File: config.mk
export PLATFORM = sky130hd
export DESIGN_NAME = cfg_cmd_status
export DESIGN_NICKNAME = d
export VERILOG_FILES = /design/src/rtl/cfg_space_pkg.sv /design/src/rtl/sticky_flags.sv /design/src/rtl/space_gate.sv /design/src/rtl/cfg_cmd_status.sv
export SDC_FILE = /design/constraint.sdc
export NUM_CORES = 1
export LEC_CHECK = 0
export BUFFER_PORTS_ARGS = -buffer_cell sky130_fd_sc_hd__clkbuf_2
export CAP_MARGIN = 20
export CORE_ASPECT_RATIO = 0.6
export CORE_MARGIN = 2
export CORE_UTILIZATION = 37
export DETAILED_ROUTE_END_ITERATION = 8
export PLACE_DENSITY_LB_ADDON = 0.25
export SYNTH_ARGS = -nofsm -noshare
export SYNTH_HDL_FRONTEND = slang
export SYNTH_SLANG_ARGS = --single-unit
File: constraint.sdc
create_clock -name I_REF_CLK -period 4.4 [get_ports I_REF_CLK]
set_input_delay 0.88 -clock I_REF_CLK [delete_from_list [all_inputs] [get_ports I_REF_CLK]]
set_output_delay 0.88 -clock I_REF_CLK [all_outputs]
set_load 0.01 [all_outputs]
File: src/rtl/cfg_space_pkg.sv
/*
 * Constants shared by the configuration command/status logic: byte offsets,
 * field positions, values after reset and the byte-lane mask helper.
 * Assumes configuration cycles arrive as dword accesses with byte enables.
 */
package cfg_space_pkg;

    // ----------------------------------------------------------------
    // Register offsets (byte addresses in configuration space)
    // ----------------------------------------------------------------
    localparam logic [7:0] CMD_OFFSET = 8'h04;
    localparam logic [7:0] STATUS_OFFSET = 8'h06;
    // Both registers share the dword at 04h
    localparam logic [5:0] CMD_STATUS_DWORD = 6'h01;

    // ----------------------------------------------------------------
    // Command register layout
    // ----------------------------------------------------------------
    localparam int CMD_IO_BIT = 0;
    localparam int CMD_MEM_BIT = 1;
    localparam int CMD_PER_BIT = 6;
    localparam logic [15:0] CMD_RESET = 16'h0000;

    // ----------------------------------------------------------------
    // Status register layout
    // ----------------------------------------------------------------
    localparam logic [15:0] STATUS_RESET = 16'h0210;
    // Bits 10-9 timing, bit 4 capability list, all other fixed bits zero
    localparam logic [1:0] DEVSEL_MEDIUM = 2'h1;
    localparam logic [7:0] STATUS_LOW_FIXED = 8'h10;
    localparam logic [15:0] STATUS_W1C_MASK = 16'hF800;
    // Flag vector order: {15,14,13,12,11,8}
    localparam int FLAG_COUNT = 6;
    localparam int FLAG_DET_PERR = 5;
    localparam int FLAG_SIG_SERR = 4;
    localparam int FLAG_MST_ABORT = 3;
    localparam int FLAG_RCV_TABORT = 2;
    localparam int FLAG_SIG_TABORT = 1;
    localparam int FLAG_DATA_PERR = 0;
    localparam logic [5:0] FLAG_RESET = 6'h00;

    // ----------------------------------------------------------------
    // Answer timing of a configuration access
    // ----------------------------------------------------------------
    localparam int CFG_ACK_CYCLES = 1;

    // Two byte enables widened to a 16-bit write mask
    function automatic logic [15:0] be_mask16(input logic [1:0] be);
        be_mask16 = {{8{be[1]}}, {8{be[0]}}};
    endfunction

endpackage

File: src/rtl/sticky_flags.sv
/*
 * Sticky event flags: hardware sets, software clears with a one.
 * Assumes set and clear pulses come from logic on the same clock.
 */
`timescale 1ns/1ps
module sticky_flags #(
    parameter int W = 6,
    parameter logic [W-1:0] RESET_VAL = '0
) (
    // Clock and reset
    input wire logic i_clk,
    input wire logic i_rst_n,
    // Events and clears
    input wire logic [W-1:0] i_set,
    input wire logic [W-1:0] i_clr,
    // Flag state
    output logic [W-1:0] o_flags
);

    typedef struct packed {
        logic [W-1:0] flags;
    } flag_state_type;

    flag_state_type state_r;
    flag_state_type state_nxt;

    // Set beats clear so an event in the clearing cycle is kept
    always_comb begin
        state_nxt = state_r;
        state_nxt.flags = (state_r.flags & ~i_clr) | i_set;
    end

    // State register
    always_ff @(posedge i_clk) begin
        if (!i_rst_n) begin
            state_r <= '{flags: RESET_VAL};
        end else begin
            state_r <= state_nxt;
        end
    end

    assign o_flags = state_r.flags;

endmodule

File: src/rtl/space_gate.sv
/*
 * Target decode gating by the memory and I/O space enables.
 * Assumes hit inputs come from the address comparators of the target.
 */
`timescale 1ns/1ps
module space_gate (
    // Space enables
    input wire logic i_mem_en,
    input wire logic i_io_en,
    // Decoded cycles
    input wire logic i_mem_hit,
    input wire logic i_mmio_hit,
    input wire logic i_io_hit,
    // Claims
    output logic o_mem_claim,
    output logic o_mmio_claim,
    output logic o_io_claim,
    output logic o_devsel
);

    // Handshake-level claims stay combinational to meet decode timing
    always_comb begin
        o_mem_claim = i_mem_en & i_mem_hit;
        o_mmio_claim = i_mem_en & i_mmio_hit;
        o_io_claim = i_io_en & i_io_hit;
        o_devsel = o_mem_claim | o_mmio_claim | o_io_claim;
    end

endmodule

File: src/rtl/cfg_cmd_status.sv
/*
 * Configuration command/status block of the primary bus interface:
 * space enables that gate target claims and the error/capability status.
 * Assumes configuration accesses and bus events arrive on I_REF_CLK from
 * the bus interface logic, so no input is resynchronised.
 */
// Function
// - Memory enable clear: no memory claim, no DEVSEL; set: memory claimed.
// - Memory enable also gates the card control memory-mapped window.
// - I/O enable resets 0; clear ignores I/O cycles, set claims them.
// - Status resets to 0210h; writing one clears bits 15-11, never sets.
// - Bit 15 sets on any parity error, regardless of response enable.
// - Bit 14 sets when SERR is driven; cleared by writing one.
// - Bits 13/12 set on own master-abort / received target-abort.
// - Bit 11 sets when the target ends a cycle with target-abort.
// - Bits 10-9 read fixed medium timing code 01b.
// - Bit 8 sets on PERR while master with parity response enabled.
// - Bit 7 reads zero, writes ignored.
// - Bit 6 reads zero, writes ignored.
// - Bit 5 reads zero, writes ignored.
// - Bit 4 reads one, capability list present.
// - Bits 3-0 read zero, writes ignored.
// - Parity response enable resets 0; gates PERR assertion and reporting.
`timescale 1ns/1ps
module cfg_cmd_status (
    // Clock and reset
    input wire logic I_REF_CLK,
    input wire logic I_RST_N,
    // Configuration access
    input wire logic i_CFG_RD,
    input wire logic i_CFG_WR,
    input wire logic [5:0] i_CFG_DWORD,
    input wire logic [3:0] i_CFG_BE,
    input wire logic [31:0] i_CFG_WDATA,
    output logic [31:0] o_CFG_RDATA,
    output logic o_CFG_ACK,
    // Target decode
    input wire logic i_MEM_HIT,
    input wire logic i_MMIO_HIT,
    input wire logic i_IO_HIT,
    output logic o_MEM_CLAIM,
    output logic o_MMIO_CLAIM,
    output logic o_IO_CLAIM,
    output logic o_DEVSEL,
    // Bus events
    input wire logic i_PAR_ERR,
    input wire logic i_PERR_SEEN,
    input wire logic i_IS_MASTER,
    input wire logic i_SERR_DRIVEN,
    input wire logic i_MASTER_ABORT,
    input wire logic i_RCV_TARGET_ABORT,
    input wire logic i_SIG_TARGET_ABORT,
    // Parity reporting
    output logic o_PERR_ASSERT
);

    // ----------------------------------------------------------------
    // State
    // ----------------------------------------------------------------
    typedef struct packed {
        logic io_en;
        logic mem_en;
        logic per_en;
        logic [31:0] rdata;
        logic ack;
        logic perr_out;
    } main_state_type;

    main_state_type state_r;
    main_state_type state_nxt;

    logic [5:0] flags;
    logic [5:0] flag_set;
    logic [5:0] flag_clr;
    logic [15:0] cmd_value;
    logic [15:0] status_value;
    logic hit_dword;
    logic [15:0] cmd_wmask;
    logic [15:0] st_wmask;
    logic [15:0] st_clear;

    // ----------------------------------------------------------------
    // Register views
    // ----------------------------------------------------------------
    // Unimplemented command bits read as zero
    always_comb begin
        cmd_value = cfg_space_pkg::CMD_RESET;
        cmd_value[cfg_space_pkg::CMD_IO_BIT] = state_r.io_en;
        cmd_value[cfg_space_pkg::CMD_MEM_BIT] = state_r.mem_en;
        cmd_value[cfg_space_pkg::CMD_PER_BIT] = state_r.per_en;
    end

    always_comb begin
        status_value = {flags[cfg_space_pkg::FLAG_DET_PERR],
                        flags[cfg_space_pkg::FLAG_SIG_SERR],
                        flags[cfg_space_pkg::FLAG_MST_ABORT],
                        flags[cfg_space_pkg::FLAG_RCV_TABORT],
                        flags[cfg_space_pkg::FLAG_SIG_TABORT],
                        cfg_space_pkg::DEVSEL_MEDIUM,
                        flags[cfg_space_pkg::FLAG_DATA_PERR],
                        cfg_space_pkg::STATUS_LOW_FIXED};
    end

    // ----------------------------------------------------------------
    // Write decode
    // ----------------------------------------------------------------
    // Only the dword holding command and status is mapped here
    always_comb begin
        hit_dword = (i_CFG_DWORD == cfg_space_pkg::CMD_STATUS_DWORD);
        cmd_wmask = cfg_space_pkg::be_mask16(i_CFG_BE[1:0]);
        st_wmask = cfg_space_pkg::be_mask16(i_CFG_BE[3:2]);
        // ones clear, only at writable flag positions
        st_clear = (i_CFG_WR && hit_dword) ?
                   (i_CFG_WDATA[31:16] & st_wmask &
                    cfg_space_pkg::STATUS_W1C_MASK) : 16'h0000;
    end

    // bit 8 never cleared by a write
    always_comb begin
        flag_clr = {st_clear[15], st_clear[14], st_clear[13],
                    st_clear[12], st_clear[11], 1'b0};
    end

    // ----------------------------------------------------------------
    // Event capture
    // ----------------------------------------------------------------
    always_comb begin
        flag_set = 6'h00;
        flag_set[cfg_space_pkg::FLAG_DET_PERR] = i_PAR_ERR;
        flag_set[cfg_space_pkg::FLAG_SIG_SERR] = i_SERR_DRIVEN;
        flag_set[cfg_space_pkg::FLAG_MST_ABORT] = i_MASTER_ABORT;
        flag_set[cfg_space_pkg::FLAG_RCV_TABORT] = i_RCV_TARGET_ABORT;
        flag_set[cfg_space_pkg::FLAG_SIG_TABORT] = i_SIG_TARGET_ABORT;
        flag_set[cfg_space_pkg::FLAG_DATA_PERR] =
            (i_PERR_SEEN | state_r.perr_out) & i_IS_MASTER & state_r.per_en;
    end

    // Sticky flags; set wins over a clear in the same cycle
    sticky_flags #(
        .W(cfg_space_pkg::FLAG_COUNT),
        .RESET_VAL(cfg_space_pkg::FLAG_RESET)
    ) u_flags (
        .i_clk(I_REF_CLK),
        .i_rst_n(I_RST_N),
        .i_set(flag_set),
        .i_clr(flag_clr),
        .o_flags(flags)
    );

    // ----------------------------------------------------------------
    // Next state
    // ----------------------------------------------------------------
    always_comb begin
        state_nxt = state_r;
        state_nxt.ack = i_CFG_RD | i_CFG_WR;
        state_nxt.rdata = 32'h0000_0000;
        // PERR asserted only with response enabled
        state_nxt.perr_out = i_PAR_ERR & state_r.per_en;
        if (i_CFG_WR && hit_dword) begin
            if (cmd_wmask[cfg_space_pkg::CMD_MEM_BIT]) begin
                state_nxt.mem_en = i_CFG_WDATA[cfg_space_pkg::CMD_MEM_BIT];
            end
            if (cmd_wmask[cfg_space_pkg::CMD_IO_BIT]) begin
                state_nxt.io_en = i_CFG_WDATA[cfg_space_pkg::CMD_IO_BIT];
            end
            if (cmd_wmask[cfg_space_pkg::CMD_PER_BIT]) begin
                state_nxt.per_en = i_CFG_WDATA[cfg_space_pkg::CMD_PER_BIT];
            end
        end
        // Unmapped dwords read zero but are still answered
        if (i_CFG_RD && hit_dword) begin
            state_nxt.rdata = {status_value, cmd_value};
        end
    end

    // State register; enables clear at reset
    always_ff @(posedge I_REF_CLK) begin
        if (!I_RST_N) begin
            state_r <= '{io_en: 1'b0, mem_en: 1'b0, per_en: 1'b0,
                         rdata: 32'h0000_0000, ack: 1'b0, perr_out: 1'b0};
        end else begin
            state_r <= state_nxt;
        end
    end

    // ----------------------------------------------------------------
    // Outputs
    // ----------------------------------------------------------------
    // claims gated by enables
    space_gate u_gate (
        .i_mem_en(state_r.mem_en),
        .i_io_en(state_r.io_en),
        .i_mem_hit(i_MEM_HIT),
        .i_mmio_hit(i_MMIO_HIT),
        .i_io_hit(i_IO_HIT),
        .o_mem_claim(o_MEM_CLAIM),
        .o_mmio_claim(o_MMIO_CLAIM),
        .o_io_claim(o_IO_CLAIM),
        .o_devsel(o_DEVSEL)
    );

    assign o_CFG_RDATA = state_r.rdata;
    assign o_CFG_ACK = state_r.ack;
    assign o_PERR_ASSERT = state_r.perr_out;
endmodule

==> impl_results.md, run 1 <==
* Synth top area share at 45.59%
* Setup crit start: i_MEM_HIT
* Lkg Pwr at ~0.60 nW
* Number of global-route vias before repair at 594
* Synthesized area per cell at 9.915 um^2
* Fin crit share at 56.72%
* Crit-path max FO at 2
* Most common cell in the netlist: buf_4
* ANT cells at 0
* Die area at 0.002921 mm^2
* Multiplexer share of the synthesized area at 3.256%
* Fraction of layout cells with a size suffix above 1 at roughly two fifths
* Vias per cell at about 4.1
* Setup TNS Final at 0 ns
* DP HPWL at ~1400 um
* CORE AREA at between 0.002 and 0.0025 mm^2
* Clock Latency Late Sink at between 0.2 and 0.3 ns
* Compound-Gate Fraction of Synth Area at under 10%
* H-tree depth reported by CTS at 1
* I/O pin cnt at 94
* P_int at between 0.0002 and 0.0003 W
* Register area share after synthesis at 45.59%
* Initial DRT Pass Iterations at 4
* Clock sinks at 21
* Fin. Hold Viols at 0
* First-pass GRT wire length at between 2000 and 2500 um
* CP Launch Type: primary input
* Xor/xnor cell area share of the yosys netlist at 0%
* Worst hold-check path type: reg2reg
* Clock Skew at approximately 0.0026 ns
* Peak Freq at approximately 400 MHz
* # rows at 13
* Post-route ant nets at 0
* TritonCTS clock tree: done
* Sequential share of power at 55.6%
* DR vias at around 700
* 1st-iter DRT viols at 20
* Post-CTS Setup Bufs at 0
* Number of buffers created by CTS at 3
* CP endpoint kind: output pin
* Reg2Reg Launch Point: o_PERR_ASSERT
* CTS Buffer Depth at 2
* Synth Cell Area at roughly 920 um^2
* Top_reg_cell synth: dfxtp_1
* Grt total ovfl at 0
* Synth top cells by count: buf_4 (22), dfxtp_1 (21), and2_1 (12)
* GP Congestion at around 0.64
* Clock slew at reported path FFs at 0.07 ns
* Final Routed Wirelength at 1640 um
* Net Switching at between 0.00008 and 0.00009 W
* Fin crit period at 2.495 ns
* Sw Share at between 20% and 30%
* Number of synthesis warnings at 0
* Tot GR Track Use at between 10 and 15%
* Syn Inst Count at 93
* Clk root buf: clkbuf_8
* Port Buf Inserts at 46
* Drt drc at 0
* WP data required at about 3.5 ns
* Hold_buf cts at 0
* Main combinational cell family by area after synthesis: simple AND/OR/NAND/NOR gates
* Hold_sp: u_flags.o_flags[2]
* Max cap viols at 0
* Worst IR Drop VDD at around 0.12 mV
* Outcome: finished clean
* Die H at between 40 and 50 um
* Post-synthesis simple-gate area fraction at 21.57%
* Fin. max-slew vios at 0
* Nets at between 150 and 200
* Worst EP arrival at about 1.6 ns
* Combinational share of power at about a tenth
* Initial Utilization at between 40% and 50%
* Largest net degree at the start of global routing at 16
* Post-synth EDFFs at 0
* Final setup vio count at 0
* Yosys reg bits at 21
* Post-synthesis adder-cell area fraction at 0%
* Finished Cell Area at around 0.0011 mm^2
* Fraction of registers with async set/reset at 0%
* Layout fillers at 216
* Routed WL per cell at around 9.6 um
* DP Area at between 0.001 and 0.0015 mm^2
* Antenna violations before repair at 0
* Crit path kind: in2out
* PostCTS Resize Cnt at 0
* Power per Cell Area at approximately 300 mW/mm^2
* Top post-synthesis cells by area: dfxtp_1 (46%), buf_4 (18%), and2_1 (8.1%), nor4_4 (6.9%), nand2_1 (3.7%)
* Synth cell types at 16
* Die X at slightly below 70 um
* Clk pwr share at between 30% and 40%
* RSZ-0062 raised after global routing: no
* Area leader, netlist: dfxtp_1
* Area growth syn-to-layout at 23.88%
## through the flow
| step | worst slack, ns | utilization, % | hold WS, ns | total power (W) | instances |
|---|---|---|---|---|---|
| 3_3_place_gp | 1.924 | 48.48 | 0.4348 | 0.0002334 | 166 |
| 4_1_cts | 1.893 | 50.53 | 0.4592 | 0.0003562 | 170 |
| 5_1_grt | 1.883 | 50.53 | 0.4731 | 0.0003681 | 170 |
| 6_report | 1.905 | 50.53 | 0.4535 | 0.0003518 | 170 |
| 2_1_floorplan | 2.045 | - | 0.4241 | 0.0002302 | 113 |
| 3_5_place_dp | 1.894 | 48.48 | 0.4388 | 0.0002345 | 166 |
## sequential cells by signal (all words and copies together) (netlist names)
signal	count
o_PERR_ASSERT	1
cmd_value	3
u_flags.o_flags	6
o_CFG_RDATA	10
o_CFG_ACK	1
## critical path, cell delays in order
cell	delay, ns
clkbuf_2	0.08
and2_1	0.15
or3_1	0.37
clkbuf_2	0.13
## layer usage
layer	track usage, %	routed length [um]	vias up
met5	0	0	-
met4	1.200	8	0
met3	5.570	197	2
met2	17.31	735	42
met1	14.89	699	302
li1	-	-	356
## logic make-up after synthesis
kind of cell,Yosys count
multiplexers,3
AO/OA/AOI/OAI,13
buffers and inverters,28
AND/OR/NAND/NOR,27
flip-flops,21
other,1
## cells in the final DEF (no fill, tap or decap)
cell       n
nor4_4     3
dfxtp_1   21
o21a_1     2
a31oi_1    5
or4b_4     1
and3_1     1
nand2_1    9
conb_1    21
clkbuf_8   3
and2_1    12
o211a_1    1
o21ai_0    5
clkinv_2   1
clkbuf_2  46
inv_1      5
mux2i_1    3
or3_1      1
## worst paths after layout
check        slack, ns  depth (start not counted)                 end
max               1.90                          4            o_DEVSEL
min               0.45                          1     o_CFG_RDATA[28]
max reg2reg       3.61                          2  u_flags.o_flags[0]
min reg2reg       0.45                          1     o_CFG_RDATA[28]
## layout make-up
type / instances / area, um^2 / area share, %
flip-flops and latches: 21 / 420.4 / 36.80
multi-input cells: 64 / 389.1 / 34.06
repair buffers: 46 / 230.2 / 20.15
clock buffers: 3 / 41.29 / 3.614
well taps: 30 / 37.54 / 3.286
inverters: 5 / 18.77 / 1.643
clock inverters: 1 / 5.005 / 0.4381
## power groups by stage
stage,logic (W),clock network [W],registers (W)
finish,0.0000347,0.000122,0.000195
floorplan,0.0000304,0,0.000200
detailed placement,0.0000346,0,0.000200
global placement,0.0000336,0,0.000200
global route,0.0000391,0.000133,0.000196
CTS,0.0000347,0.000126,0.000195
Power figures use the tool's default switching activity.
==> inputs of run 2 (changes only) <==
Settings changed: CORE_UTILIZATION 37 to 34.
Clock period 4.4 ns to 2.32 ns, I/O delays scaled along.
==> run 2 against run 1 <==
  * Count of clock-buffer cells in the layout grew 1
  * Die area grew 8.1%
  * Worst setup slack lost 1.3 ns
  * Via count grew 0.71%
  * Wire length grew 1.3%
  * Sequential share of layout area is essentially flat
  * Flip-flop and latch count is the same
  * Global-route usage shrank 0.84 points
  * Power grew 90%
  * Critical path type is now reg2out
  * Highest routed layer is now met3
==> impl_results.md, run 2 (same netlist as run 1, synthesis figures left out) <==
* Setup TNS Final at 0 ns (unchanged)
* Die H at 44.34 um (+3.9%)
* Clk root buf: clkbuf_8
* WP data required at 1.86 ns (-1.66 ns)
* Grt total ovfl at 0 (unchanged)
* Clock slew at reported path FFs at 0.07 ns (about the same)
* 1st-iter DRT viols at 6 (-70%)
* Crit path cell chain: and2_1, or3_1, clkbuf_2
* Worst IR Drop VDD at 0.2610 mV (+110%)
* Clock Latency Late Sink at 0.25 ns (about the same)
* Most common cell after layout, fill and taps aside: clkbuf_2
* Leading cell types in the layout, fill and taps excluded: clkbuf_2 (46), conb_1 (21), dfxtp_1 (21), and2_1 (12), nand2_1 (9)
* Setup ws final at 0.6322 ns (-1.272 ns)
* Crit path kind: reg2out
* Worst R2R Setup Slack at 1.53 ns (-2.08 ns)
* Area growth syn-to-layout at 24.02%
* DP HPWL at 1346 um (-0.41%)
* Final Routed Wirelength at 1662 um (+1.3%)
* Crit-path max FO at 4 (+2)
* Power per Cell Area at 585.6 mW/mm^2 (+90%)
* Nets at 197 (unchanged)
* Die area at 0.003158 mm^2 (+8.1%)
* Reg2Reg Launch Point: o_PERR_ASSERT
* Port Buf Inserts at 46 (unchanged)
* Fin crit period at ~1.7 ns
* CP Depth at 3 (-1)
* TritonCTS clock tree: done
* Relative slew margins at roughly two thirds
* Vias per cell at 4.110 (-0.46%)
* CORE AREA at 0.002540 mm^2 (+12%)
* Fin. max-slew vios at 0 (unchanged)
* First-pass GRT wire length at 2587 um (+3.9%)
* # rows at 14 (+1)
* Antenna violations before repair at 0 (unchanged)
* Lkg Pwr at 0.6016 nW (-0.45%)
* Worst hold-check path type: in2reg
* GP Congestion at 0.6829 (+6.4%)
* Slowest CP cell: or3_1
* H-tree depth reported by CTS at 1 (unchanged)
* Outcome: finished clean
* I/O pin cnt at 94 (unchanged)
* Die X at 71.23 um (+4.1%)
* Drt drc at 0 (unchanged)
* Critical path endpoint: o_DEVSEL
* CTS Buffer Depth at 2 (unchanged)
* R2R cell count at 2 (unchanged)
* Initial Utilization at 36.31% (-4.5 points)
* Hold_buf cts at 0 (unchanged)
* ANT cells at 0 (unchanged)
* Layout fillers at 249 (+15%)
* PostCTS Resize Cnt at 0 (unchanged)
* Clock Skew at 0.001097 ns (-0.001507 ns)
* Number of global-route vias before repair at 636 (+7.1%)
* CP endpoint kind: output pin
* Worst EP arrival at 1.22 ns (-0.40 ns)
* CP Launch Type: flip-flop
* Worst Path Buf+Inv at 1 (-1)
* CP top delay family: simple AND/OR/NAND/NOR gates
* Peak Freq at slightly below 600 MHz
* DR vias at 707 (+0.71%)
* Number of flip-flops under the largest register name at 10 (unchanged)
* Fin crit share at about 73%
* Fin. Hold Viols at 0 (unchanged)
* Fin util at 45.02% (-5.5 points)
* CP max stage delay at 0.36 ns (about the same)
* Max cap viols at 0 (unchanged)
* RSZ-0062 raised after global routing: no
* R2r endpoint: u_flags.o_flags[0]
* Overall power at 0.0006697 W (+90%)
* Place WS at 0.4404 ns (-1.453 ns)
* Actual slew at the worst max-slew pin at 0.4912 ns
* Routed WL per cell at 9.663 um (+0.16%)
* Post-route ant nets at 0 (unchanged)
* Tot GR Track Use at 10.51% (-0.84 points)
* Post-CTS Setup Bufs at 0 (unchanged)
* Clock sinks at 21 (unchanged)
* Fraction of layout cells with a size suffix above 1 at 37.86% (-0.71 points)
* Setup crit start: cmd_value[1]
* Final setup vio count at 0 (unchanged)
* Number of buffers created by CTS at 3 (unchanged)
* Largest net degree at the start of global routing at 16 (unchanged)
* Initial DRT Pass Iterations at 4 (unchanged)
[run 2: per-layer routing]
| layer | up-vias | wire (um) | GRT usage [%] |
|---|---|---|---|
| li1 | 355 | - | - |
| met1 | 312 | 728 | 12.08 |
| met2 | 40 | 782 | 18.15 |
| met3 | 0 | 151 | 4.328 |
| met4 | 0 | 0 | 3.396 |
| met5 | - | 0 | 0 |
[run 2: stage by stage]
stage                     hold WS, ns  std cells  instance area [um^2]
after floorplan                0.4241        113                 997.2
after global placement         0.4342        168                  1099
after detailed placement       0.4407        168                  1099
after CTS                      0.3787        172                  1144
after global routing           0.3740        172                  1144
final                          0.3857        172                  1144
[run 2: report_power, final]
group          leakage (nW)  switching, W  internal, W
registers             0.171    0.00000296     0.000368
clock network        0.0228      0.000111     0.000122
logic                 0.408     0.0000401    0.0000256
[run 2: worst min path at each step]
| stage | end | cells past startpoint | startpoint | slack, ns |
|---|---|---|---|---|
| 2_1_floorplan | o_CFG_RDATA[31] | 1 | u_flags.o_flags[5] | 0.42 |
| 3_3_place_gp | o_CFG_RDATA[29] | 1 | u_flags.o_flags[3] | 0.43 |
| 3_5_place_dp | o_CFG_RDATA[30] | 1 | u_flags.o_flags[4] | 0.44 |
| 4_1_cts | u_flags.o_flags[3] | 2 | i_CFG_WDATA[29] | 0.38 |
| 5_1_grt | u_flags.o_flags[1] | 2 | i_CFG_WDATA[27] | 0.37 |
| 6_report | u_flags.o_flags[2] | 2 | i_CFG_WDATA[28] | 0.39 |
[run 2: area by class of cell]
type                       instances  area, um^2  area share (%)
timing repair buffer              46       230.2           20.13
sequential                        21       420.4           36.76
clock buffer                       4       45.04           3.939
tap                               32       40.04           3.501
multi-input combinational         64       389.1           34.03
inverter                           5       18.77           1.641
